File: config.mk
export PLATFORM = sky130hd
export DESIGN_NAME = odr_register
export DESIGN_NICKNAME = d
export VERILOG_FILES = /design/src/hdl/odr_pkg.sv /design/src/hdl/odr_pin_if.sv /design/src/hdl/odr_pin_sync.sv /design/src/hdl/odr_register.sv
export SDC_FILE = /design/constraint.sdc
export NUM_CORES = 1
export LEC_CHECK = 0
export ABC_AREA = 1
export BUFFER_PORTS_ARGS = -buffer_cell sky130_fd_sc_hd__clkbuf_2
export CORE_MARGIN = 4
export CORE_UTILIZATION = 48
export CTS_BUF_LIST = sky130_fd_sc_hd__clkbuf_8
export DETAILED_ROUTE_END_ITERATION = 16
export PLACE_DENSITY_LB_ADDON = 0.1
export SLEW_MARGIN = 10
export SYNTH_ARGS = -nofsm -noshare
export SYNTH_HDL_FRONTEND = slang
export SYNTH_SLANG_ARGS = --single-unit
File: constraint.sdc
create_clock -name clock_i -period 1 [get_ports clock_i]
set_clock_uncertainty 0.1 [all_clocks]
set_input_delay 0 -clock clock_i [delete_from_list [all_inputs] [get_ports clock_i]]
set_output_delay 0 -clock clock_i [all_outputs]
set_load 0.005 [all_outputs]
File: src/hdl/odr_pkg.sv
// Shared constants for the eight-bit edge-sampled register with gated outputs
package odr_pkg;

  // ------------------------------------------------------------
  // Word and pin bundle layout
  // ------------------------------------------------------------
  localparam int DATA_W = 8;
  localparam int PIN_W = 14;
  localparam int SYNC_STAGES = 2;

  // Bit positions inside the synchronised pin bundle
  localparam int POS_DIN_LO = 0;
  localparam int POS_DRIVE_A = 8;
  localparam int POS_DRIVE_B = 9;
  localparam int POS_DRIVE_C = 10;
  localparam int POS_LOAD_HOLD = 11;
  localparam int POS_ZERO_ALL = 12;
  localparam int POS_SAMPLE_CLK = 13;

  // ------------------------------------------------------------
  // Values after reset
  // ------------------------------------------------------------
  localparam logic [DATA_W-1:0] WORD_RESET = 8'h00;
  localparam logic [DATA_W-1:0] OE_RESET = 8'h00;
  // Clock bit starts high so a pin already high at release is no edge;
  // enables start high so the outputs stay released
  localparam logic [PIN_W-1:0] PIN_RESET = 14'h3700;
  localparam logic SAMPLE_CLK_RESET = 1'b1;

endpackage : odr_pkg

File: src/hdl/odr_pin_if.sv
// Carrier between the pin sampler and the register core
`timescale 1ns/1ps
`default_nettype none

interface odr_pin_if #(
  parameter int W = 14
);
  logic [W-1:0] raw;
  logic [W-1:0] synced;

  modport sampler (
    input raw,
    output synced
  );

  modport user (
    output raw,
    input synced
  );
endinterface : odr_pin_if

`default_nettype wire

File: src/hdl/odr_pin_sync.sv
// Two-stage synchroniser for the asynchronous pin bundle
`timescale 1ns/1ps
`default_nettype none

module odr_pin_sync #(
  parameter int W = 14,
  parameter logic [W-1:0] RESET_VAL = '0
) (
  // Clock and reset
  input wire logic clock_i,
  input wire logic rst_i,
  // Pins in, settled copy out
  odr_pin_if.sampler pins
);

  logic [W-1:0] meta_r;
  logic [W-1:0] meta_nxt;
  logic [W-1:0] settled_r;
  logic [W-1:0] settled_nxt;

  // First stage feeds only the second stage
  always_comb
  begin
    meta_nxt = pins.raw;
    settled_nxt = meta_r;
  end

  always_ff @(posedge clock_i)
  begin
    if (rst_i)
    begin
      meta_r <= RESET_VAL;
      settled_r <= RESET_VAL;
    end
    else
    begin
      meta_r <= meta_nxt;
      settled_r <= settled_nxt;
    end
  end

  assign pins.synced = settled_r;

endmodule : odr_pin_sync

`default_nettype wire

File: src/hdl/odr_register.sv
// Eight-bit edge-sampled register with load hold, clear and three-way output gate
`timescale 1ns/1ps
`default_nettype none

// How it works
// - Eight separate storage bits hold the word, one per data input.
// - Each bit takes its data input on a sample clock rising edge when loading.
// - One sample clock and one combined enable govern all eight bits alike.
// - Outputs drive the word only while all three active-low enables are low.
// - Any enable high releases all eight outputs to float.
// - Enable changes never touch the stored word, only drive or float.
// - Clear low forces the word to zero over clock, hold and data.
// - New data enters storage only while clear is high.
// - Clear high and hold low: a rising edge loads the data inputs.
// - Hold high with clear high keeps the word whatever clock and data do.
// - Inverting build drives the complement; non-inverting drives the word.
module odr_register
  import odr_pkg::*;
#(
  parameter bit INVERT_OUT = 1'b0,
  parameter int W = odr_pkg::DATA_W
) (
  // Clock and reset
  input wire logic clock_i,
  input wire logic rst_i,
  // Pins from the bus logic
  input wire logic sample_clock_i,
  input wire logic zero_all_n_i,
  input wire logic load_hold_i,
  input wire logic drive_allow_a_n_i,
  input wire logic drive_allow_b_n_i,
  input wire logic drive_allow_c_n_i,
  input wire logic [W-1:0] din_bits_i,
  // Gated outputs
  output logic [W-1:0] q_out_bits_o,
  output logic [W-1:0] q_out_oe_o
);
  import odr_pkg::*;

  // ------------------------------------------------------------
  // Pin sampling
  // ------------------------------------------------------------
  // Every pin, clock included, crosses through the same two stages so the
  // data seen at a detected edge is the data that stood at that edge.
  odr_pin_if #(.W(PIN_W)) pins ();

  assign pins.raw = {sample_clock_i, zero_all_n_i, load_hold_i, drive_allow_c_n_i,
                     drive_allow_b_n_i, drive_allow_a_n_i, din_bits_i};

  odr_pin_sync #(
    .W(PIN_W),
    .RESET_VAL(PIN_RESET)
  ) u_sync (
    .clock_i(clock_i),
    .rst_i(rst_i),
    .pins(pins)
  );

  logic clk_s;
  logic clear_n_s;
  logic hold_s;
  logic [2:0] allow_n_s;
  logic [W-1:0] din_s;

  assign clk_s = pins.synced[POS_SAMPLE_CLK];
  assign clear_n_s = pins.synced[POS_ZERO_ALL];
  assign hold_s = pins.synced[POS_LOAD_HOLD];
  assign allow_n_s = pins.synced[POS_DRIVE_C:POS_DRIVE_A];
  assign din_s = pins.synced[POS_DIN_LO +: W];

  // ------------------------------------------------------------
  // Storage
  // ------------------------------------------------------------
  logic clk_prev_r;
  logic clk_prev_nxt;
  logic [W-1:0] word_r;
  logic [W-1:0] word_nxt;
  logic rise;
  logic [W-1:0] load_bit;

  assign rise = clk_s & ~clk_prev_r;

  // One shared load strobe, one capture term per bit
  generate
    for (genvar i = 0; i < W; i++)
    begin : g_bit
      assign load_bit[i] = rise & clear_n_s & ~hold_s;
    end
  endgenerate

  always_comb
  begin
    clk_prev_nxt = clk_s;
    word_nxt = word_r;
    if (!clear_n_s)
    begin
      word_nxt = WORD_RESET;
    end
    else
    begin
      for (int i = 0; i < W; i++)
      begin
        if (load_bit[i])
        begin
          word_nxt[i] = din_s[i];
        end
      end
    end
  end

  always_ff @(posedge clock_i)
  begin
    if (rst_i)
    begin
      clk_prev_r <= SAMPLE_CLK_RESET;
      word_r <= WORD_RESET;
    end
    else
    begin
      clk_prev_r <= clk_prev_nxt;
      word_r <= word_nxt;
    end
  end

  // ------------------------------------------------------------
  // Output stage
  // ------------------------------------------------------------
  // Outputs follow the next word so they move on the same edge as storage.
  logic [W-1:0] q_r;
  logic [W-1:0] q_nxt;
  logic [W-1:0] oe_r;
  logic [W-1:0] oe_nxt;

  always_comb
  begin
    q_nxt = INVERT_OUT ? ~word_nxt : word_nxt;
    oe_nxt = {W{allow_n_s == 3'b000}};
  end

  always_ff @(posedge clock_i)
  begin
    if (rst_i)
    begin
      q_r <= INVERT_OUT ? ~WORD_RESET : WORD_RESET;
      oe_r <= OE_RESET;
    end
    else
    begin
      q_r <= q_nxt;
      oe_r <= oe_nxt;
    end
  end

  assign q_out_bits_o = q_r;
  assign q_out_oe_o = oe_r;

endmodule : odr_register

`default_nettype wire

* After elaboration in Yosys (flattened, before gate mapping) *
Cells that the tools add are included.

operators by class
  bitwise operators = 6
  reduce and logical (&&, ||, !) cells = 2

operators by type and width
  kind                count
  1-bit bitwise AND   3
  3-bit zero test     1
  1-bit NOT           3
  2-bit OR reduction  1

storage, ports and cells
  output and inout port bits = 16
  input bits = 16
  register bits after elaboration = 38

* Depth between registers and ports, before layout *
Gate-level depths: netlist of run 1.

  depth in word-level cells = 4
  depth in mapped cells = 6
  mapped depth without buffers = 6

* By module *
A second synthesis of run 1 with hierarchy kept.

second synthesis, totals
  cells, all modules = 153
  area, all modules = 1291.2 µm²

by module, submodules not included
  module        times used  cells an instance  area an instance (µm²)
  odr_pin_sync  1           87                 800.8
  odr_register  1           66                 490.5

* Least setup slack after synthesis of run 1 *
No wires, ideal clock.

  path type = register to register
  start = register u_sync.settled_r[11] (netlist: u_sync.pins.synced[11])
  end = register q_r[4] (netlist: q_out_bits_o[4])
  cell stages (with the launch flop) = 6
  arrival = 0.745 ns
  library setup time = 0.115 ns
  setup slack = 0.040 ns
  clock period less this slack = 0.960 ns
  buffers on the path = 1
  cells stage by stage = dfxtp_1 -> nor2_4 -> buf_6 -> nand3b_1 -> nand2_1 -> nor2_1

on the way
  cells in the longest elaborated chain, start to end = 2

RTL lines
  what                      line                 text
  start: declaration        odr_pin_sync.sv:18   logic [W-1:0] settled_r;
  start signal: assignment  odr_pin_sync.sv:38   settled_r <= settled_nxt;
  1-bit NOT                 odr_register.sv:87   assign load_bit[i] = rise & clear_n_s & ~hold_s;
  1-bit bitwise AND         odr_register.sv:87
  end signal: assignment    odr_register.sv:144  q_r <= INVERT_OUT ? ~WORD_RESET : WORD_RESET;
  end signal: assignment    odr_register.sv:149  q_r <= q_nxt;
  end: declaration          odr_register.sv:129  logic [W-1:0] q_r;

No other way between the ends.
A chain may end at the register's enable or synchronous reset.

* Worst setup path after layout of run 1 *
  start = register u_sync.settled_r[11] (netlist: u_sync.pins.synced[11])
  end = register q_r[0] (netlist: q_out_bits_o[0])

The elaborated chain is that of the path after synthesis.

==> load_flow_metrics.sql, run 1 <==
INSERT INTO impl_metrics (metric_group, metric, value, unit) VALUES
('power', 'switching_pwr', '0.611', 'mW'),
('outcome', 'run_status', 'finished clean', ''),
('die', 'die_footprint', '0.00350', 'sq mm'),
('routing', 'average_vias_per_placed_instance', '4.17', ''),
('finish', 'drive_above_1_share', '27.8', '%'),
('die', 'dieHeight', '59.2', 'um'),
('clock_network', 'h-tree-depth', '2', ''),
('clock_network', 'cts_inserted_buffers', '5', ''),
('logic_synthesis', 'yosys.cell_types.count', '15', ''),
('setup_path', 'critical_path.endpoint_type', 'flip-flop', ''),
('global_routing', 'groute.usage.overall', '12.8', '%'),
('setup_path', 'timing.rr.start', 'u_sync.pins.synced[11]', ''),
('setup_path', 'setup.worst_path.class', 'reg -> reg', ''),
('timing', 'period_share', '99.7', '%'),
('power', 'ir_worst_vdd', '1820', 'uV'),
('global_routing', 'global_route.overflow_total', '0', ''),
('timing', 'hold_viol', '0', ''),
('logic_synthesis', 'syn-num-nets', '153', ''),
('power', 'powerDensity', '1780', 'mW/mm^2'),
('timing', 'timing_worst_slew_pin_value', '196', 'ps'),
('power', 'pwr-share-seq', '52.3', '%'),
('timing', 'setup_tns_final', '0', 'ps'),
('setup_path', 'critical_path_arrival', '1080', 'ps'),
('setup_path', 'setup.worst_path.start_class', 'flip-flop', ''),
('routing', 'detail_route.drc_violations', '0', ''),
('logic_synthesis', 'synth_cells', '137', ''),
('setup_path', 'cp_max_fo', '8', ''),
('routing', 'first_iter_violations', '15', ''),
('timing', 'timing.slew.headroom', '86.8', '%'),
('logic_synthesis', 'synth_top_cell_area_share', '60.6', '%'),
('setup_path', 'crit_path_max_incr_delay', '330', 'ps'),
('routing', 'number_of_vias_after_detailed_routing', '905', ''),
('global_routing', 'antenna_found_initial', '0', ''),
('timing', 'setup-violations-final', '0', ''),
('routing', 'remaining_antenna_violation_count_after_routing', '0', ''),
('logic_synthesis', 'yosys_reg_bits', '38', ''),
('global_routing', 'via_count_of_the_first_global_routing_pass', '830', ''),
('global_routing', 'grt_pass1_wl', '3320', 'um'),
('power', 'comb_power_share', '7.3', '%'),
('timing', 'post-route-min-period', '997', 'ps'),
('logic_synthesis', 'postSynthAreaPerCell', '9.17', 'sq um'),
('placement', 'routability_congestion_estimate_from_global_placement', '0.668', ''),
('power', 'power.clock.fraction', '40.4', '%'),
('placement', 'place.detailed.hpwl', '1230', 'um'),
('timing', 'fmaxAchievable', '1000', 'MHz'),
('die', 'die_width', '59.2', 'um'),
('finish', 'final_net_count', '202', ''),
('placement', 'port_buffers', '31', ''),
('logic_synthesis', 'ys_seq_area_share', '60.6', '%'),
('logic_synthesis', 'netlist_top_cells_area', 'dfxtp_1 61%, nor2_1 8.1%, inv_1 6.0%', ''),
('clock_network', 'clock_tree_from_tritoncts', 'yes', ''),
('timing', 'grt_setup_unrepaired', 'yes', ''),
('power', 'switching_share', '20.1', '%'),
('clock_network', 'clock_tree.root_cell', 'clkbuf_8', ''),
('global_routing', 'grt_start_max_net_pins', '16', ''),
('routing', 'routedWlPerCell', '8.94', 'um'),
('die', 'core_area', '0.00248', 'sq mm'),
('logic_synthesis', 'synth_top_area_cell', 'dfxtp_1', ''),
('routing', 'detail_route.first_pass.iterations', '2', ''),
('die', 'io_pins', '32', ''),
('finish', 'synthesis_to_finish_area_growth', '36.2', '%'),
('clock_network', 'worst_skew_pair.late_latency', '280', 'ps'),
('setup_path', 'worst_path_max_delay_cell', 'dfxtp_2', ''),
('timing', 'slew_viol_final', '0', ''),
('timing', 'hold_slack', '13.4', 'ps'),
('clock_network', 'clk_sinks', '38', ''),
('run', 'max_cap_viol_count', '0', ''),
('setup_path', 'critical_path_required', '1080', 'ps'),
('setup_path', 'critPathTopFamily', 'simple AND/OR/NAND/NOR gates', ''),
('setup_path', 'worstPathBufferInverterCount', '1', ''),
('finish', 'num_antenna_cells', '0', '');
layer usage:
| metal | GRT usage, % | wire length (um) | vias to the layer above |
|---|---|---|---|
| met5 | 0 | 0 | - |
| met4 | 6.80 | 41 | 0 |
| met3 | 4.58 | 138 | 4 |
| met2 | 22.9 | 959 | 30 |
| met1 | 12.9 | 799 | 377 |
| li1 | - | - | 494 |
cell families (layout without fill, tap and decap cells):
group                  Yosys count  in the layout  share of synthesized area, %
buffers and inverters           33             83                          13.7
AO/OA/AOI/OAI                    7              7                          2.79
flip-flops                      38             38                          60.6
AND/OR/NAND/NOR                 59             59                          22.9
through the flow:
step,cells,worst slack [ps],area (sq um)
6_report,217,3.25,1710
2_1_floorplan,137,40.1,1260
5_1_grt,217,-64.5,1710
3_5_place_dp,190,-35.3,1400
3_3_place_gp,190,23.9,1400
4_1_cts,216,-1.93,1690
worst min-delay path, cell delays in order:
cell      delay (ps)
clkbuf_2         180
nor2_4            90
nand2_1           60
nor2_1            30
worst paths after layout:
path	end	slack (ps)	cells past startpoint
worst max-delay path	q_out_bits_o[0]	3	5
worst min-delay path	q_out_bits_o[6]	10	4
worst max register to register	q_out_bits_o[0]	3	5
worst min register to register	q_out_oe_o[0]	290	1
timing repair:
action | CTS | global route
endpoints found under the setup margin | 4 | 23
endpoints found under the hold margin | 16 | 0
gates resized for setup | 2 | 6
hold buffers | 18 | 0
setup buffers | 0 | 0
cloned | 0 | 1
synthesized netlist by cell type:
cell type / instances
dfxtp_1: 38
nor2_1: 27
inv_1: 20
nand2_1: 11
or2_1: 11
a21oi_1: 7
buf_4: 7
nand3b_1: 7
buf_2: 3
buf_6: 1
buf_8: 1
inv_2: 1
nor2_2: 1
nor2_4: 1
nor4_1: 1
power groups by stage:
stage / combinational [mW] / sequential [mW] / clock [mW]
4_1_cts: 0.215 / 1.59 / 1.26
6_report: 0.221 / 1.59 / 1.23
5_1_grt: 0.250 / 1.60 / 1.32
3_5_place_dp: 0.157 / 1.63 / 0
2_1_floorplan: 0.107 / 1.62 / 0
3_3_place_gp: 0.152 / 1.63 / 0
layout by cell type, fill, tap and decap left out:
| master | n |
|---|---|
| nand2_1 | 9 |
| or2_1 | 11 |
| clkinv_2 | 3 |
| clkbuf_2 | 31 |
| clkinv_4 | 1 |
| nor2_1 | 27 |
| nor4_1 | 1 |
| dfxtp_1 | 35 |
| buf_12 | 1 |
| dfxtp_2 | 3 |
| buf_4 | 3 |
| nand2_2 | 2 |
| a21oi_1 | 7 |
| clkbuf_8 | 5 |
| bufinv_16 | 1 |
| nor2_4 | 2 |
| dlygate4sd3_1 | 18 |
| nand3b_1 | 7 |
| inv_1 | 20 |
state kept, by name, summed over array words and instances, names as in the netlist:
| name | cells |
|---|---|
| q_out_bits_o | 8 |
| u_sync.meta_r | 14 |
| u_sync.pins.synced | 14 |
| q_out_oe_o | 1 |
| clk_prev_r | 1 |
area by class of cell:
type	instances	area (sq um)	share of cell area, %
clock buffer	5	68.8	4.02
clock inverter	3	40.0	2.34
inverter	21	83.8	4.90
multi-input combinational	66	333	19.5
sequential	38	764	44.7
tap	30	37.5	2.19
timing repair buffer	53	378	22.1
timing repair inverter	1	5.00	0.293
Power figures use the tool's default switching activity.
==> inputs of run 2 (changes only) <==
- CORE_MARGIN: 4 -> 3
- CORE_UTILIZATION: 48 -> 57
- clock period: 1 -> 1.2 ns (I/O delays scaled with it)
==> load_flow_metrics.sql, run 2 (synthesis results as in run 1) <==
INSERT INTO impl_metrics (metric_group, metric, value, unit) VALUES
('outcome', 'run_status', 'finished clean', ''),
('setup_path', 'critPathTopFamily', 'simple AND/OR/NAND/NOR gates', ''),
('setup_path', 'worstPathBufferInverterCount', '1', ''),
('placement', 'routability_congestion_estimate_from_global_placement', '0.643', ''),
('timing', 'hold_viol', '0', ''),
('timing', 'fmaxAchievable', '954', 'MHz'),
('global_routing', 'via_count_of_the_first_global_routing_pass', '752', ''),
('finish', 'instances_no_fill', '208', ''),
('setup_path', 'critical_path_required', '1320', 'ps'),
('hold_path', 'hold_path.class', 'in -> reg', ''),
('global_routing', 'grt_start_max_net_pins', '23', ''),
('placement', 'post-place-cells', '184', ''),
('setup_path', 'r2r.worst_path.cells', '6', ''),
('global_routing', 'antenna_found_initial', '0', ''),
('placement', 'port_buffers', '31', ''),
('setup_path', 'worst_path_most_repeated_cell', 'nand2_1', ''),
('routing', 'detailroute.wirelength.met3', '141', 'um'),
('routing', 'routedLengthMet1', '737', 'um'),
('placement', 'dp_worst_setup_slack', '125', 'ps'),
('setup_path', 'cp_max_fo', '15', ''),
('finish', 'layout.core_utilization', '80.0', '%'),
('power', 'power.leakage', '0.788', 'nW'),
('timing', 'setup_tns_final', '0', 'ps'),
('clock_network', 'cts_inserted_buffers', '5', ''),
('setup_path', 'worst_path_max_delay_cell', 'dfxtp_1', ''),
('routing', 'wl', '1920', 'um'),
('timing', 'slew_viol_final', '0', ''),
('finish', 'final_cell_mix', '38 x dfxtp_1, 31 x clkbuf_2, 27 x nor2_1', ''),
('die', 'die_footprint', '0.00280', 'sq mm'),
('setup_path', 'crit_path_max_incr_delay', '330', 'ps'),
('timing', 'timing.slew.headroom', '76.2', '%'),
('routing', 'routedWlPerCell', '9.24', 'um'),
('clock_network', 'clkTransAtPathRegs', '60', 'ps'),
('setup_path', 'critical_path_arrival', '1170', 'ps'),
('finish', 'synthesis_to_finish_area_growth', '28.8', '%'),
('die', 'floorplan_row_count', '16', ''),
('hold_path', 'min_path_cells', '2', ''),
('global_routing', 'global_route.overflow_total', '0', ''),
('routing', 'detail_route.first_pass.iterations', '4', ''),
('routing', 'number_of_vias_after_detailed_routing', '887', ''),
('die', 'dieHeight', '52.9', 'um'),
('finish', 'sequential_cell_area', '761', 'sq um'),
('setup_path', 'setup.worst_path.class', 'reg -> reg', ''),
('routing', 'met2_length', '982', 'um'),
('global_routing', 'groute.usage.overall', '15.9', '%'),
('clock_network', 'worst_skew_pair.late_latency', '280', 'ps'),
('timing', 'postLayoutSetupSlackWorst', '152', 'ps'),
('timing', 'hold_slack', '45.2', 'ps'),
('power', 'ir_worst_vdd', '1050', 'uV'),
('die', 'core_area', '0.00202', 'sq mm'),
('clock_network', 'clockBufferDepth', '2', ''),
('clock_network', 'h-tree-depth', '2', ''),
('setup_path', 'ff2ff_setup_slack', '150', 'ps'),
('setup_path', 'timing.rr.start', 'u_sync.pins.synced[13]', ''),
('die', 'io_pins', '32', ''),
('timing', 'setup-violations-final', '0', ''),
('die', 'floorplan.initialDensity', '62.1', '%'),
('setup_path', 'setup.worst_path.start_class', 'flip-flop', ''),
('setup_path', 'crit_chain', 'nand2_1, inv_2, nand2_1, nand2_1, nand2_1, nor2_1', ''),
('clock_network', 'clk_sinks', '38', ''),
('finish', 'fill_cells', '147', ''),
('hold_path', 'worst_hold_path.endpoint', 'u_sync.meta_r[7]', ''),
('setup_path', 'worst_reg2reg_path_endpoint', 'q_out_bits_o[1]', ''),
('finish', 'layout.cells.most_common', 'dfxtp_1', ''),
('die', 'die_width', '52.9', 'um'),
('routing', 'remaining_antenna_violation_count_after_routing', '0', ''),
('finish', 'final_net_count', '196', ''),
('timing', 'post-route-min-period', '1050', 'ps'),
('routing', 'top_layer', 'met4', ''),
('power', 'powerDensity', '1450', 'mW/mm^2'),
('finish', 'drive_above_1_share', '24.3', '%'),
('clock_network', 'clock_tree_from_tritoncts', 'yes', ''),
('hold_path', 'worst_hold_startpoint', 'rst_i', ''),
('timing', 'period_share', '87.4', '%'),
('routing', 'detail_route.drc_violations', '0', ''),
('global_routing', 'grt_pass1_wl', '2950', 'um'),
('routing', 'first_iter_violations', '13', ''),
('finish', 'num_antenna_cells', '0', ''),
('run', 'max_cap_viol_count', '0', ''),
('finish', 'multi_input_comb_area', '323', 'sq um'),
('timing', 'timing_worst_slew_pin_value', '357', 'ps'),
('placement', 'place.detailed.hpwl', '1210', 'um'),
('clock_network', 'clock_tree.root_cell', 'clkbuf_8', ''),
('routing', 'average_vias_per_placed_instance', '4.26', ''),
('setup_path', 'count_of_cell_instances_traversed_by_the_critical_path', '6', ''),
('setup_path', 'critical_path.endpoint_type', 'flip-flop', '');
run 2: changes by cell type in the layout (fill, tap and decap cells not counted), moves of 2 or more:
cell	delta
nand2_1	+2
dfxtp_1	+3
clkinv_2	-2
nand2_2	-2
dfxtp_2	-3
dlygate4sd3_1	-4
run 2: power by group:
| part | total (mW) | internal [mW] | switching [mW] |
|---|---|---|---|
| clock network | 0.846 | 0.454 | 0.392 |
| registers | 1.33 | 1.31 | 0.0154 |
| logic | 0.164 | 0.0908 | 0.0730 |
| total | 2.34 | 1.86 | 0.480 |
run 2: layer usage:
layer,global-route usage (%),up-vias
met5,0,-
met4,11.5,0
met3,8.45,7
met2,27.1,28
met1,14.0,369
li1,-,483
run 2: what timing repair did:
| action | CTS | global route |
|---|---|---|
| setup endpoints to repair | 0 | 1 |
| hold endpoints to repair | 14 | 0 |
| buffers inserted | 0 | 2 |
| gates resized for setup | 0 | 0 |
| hold buffers | 14 | 0 |
run 2: worst register-to-register path: cells and delay by family (launching register included):
family	cells	cell delay [ps]
buffers and inverters	1	180
DFF	1	330
and+or+nand+nor	5	380
run 2: cell type report:
cell class	instances	area share, %
Timing Repair Buffer	48	20.4
Sequential cell	38	47.0
Inverter	21	4.87
Tap cell	27	2.09
Clock inverter	2	0.541
Clock buffer	6	5.10
Multi-Input combinational cell	66	20.0
run 2: how the worst max path moves through the flow:
stage                                 startpoint               to  slack [ps]
final                     u_sync.pins.synced[13]  q_out_bits_o[1]         150
after global routing      u_sync.pins.synced[12]  q_out_bits_o[1]          -8
after CTS                 u_sync.pins.synced[11]  q_out_bits_o[1]         100
after detailed placement  u_sync.pins.synced[11]  q_out_bits_o[1]         120
after global placement    u_sync.pins.synced[11]  q_out_bits_o[1]         180
after floorplan           u_sync.pins.synced[11]  q_out_bits_o[4]         240
run 2: metrics by stage:
| step | power, mW | area, sq um |
|---|---|---|
| floorplan | 1.44 | 1260 |
| global placement | 1.47 | 1360 |
| detailed placement | 1.48 | 1360 |
| CTS | 2.36 | 1590 |
| global route | 2.44 | 1620 |
| finish | 2.34 | 1620 |
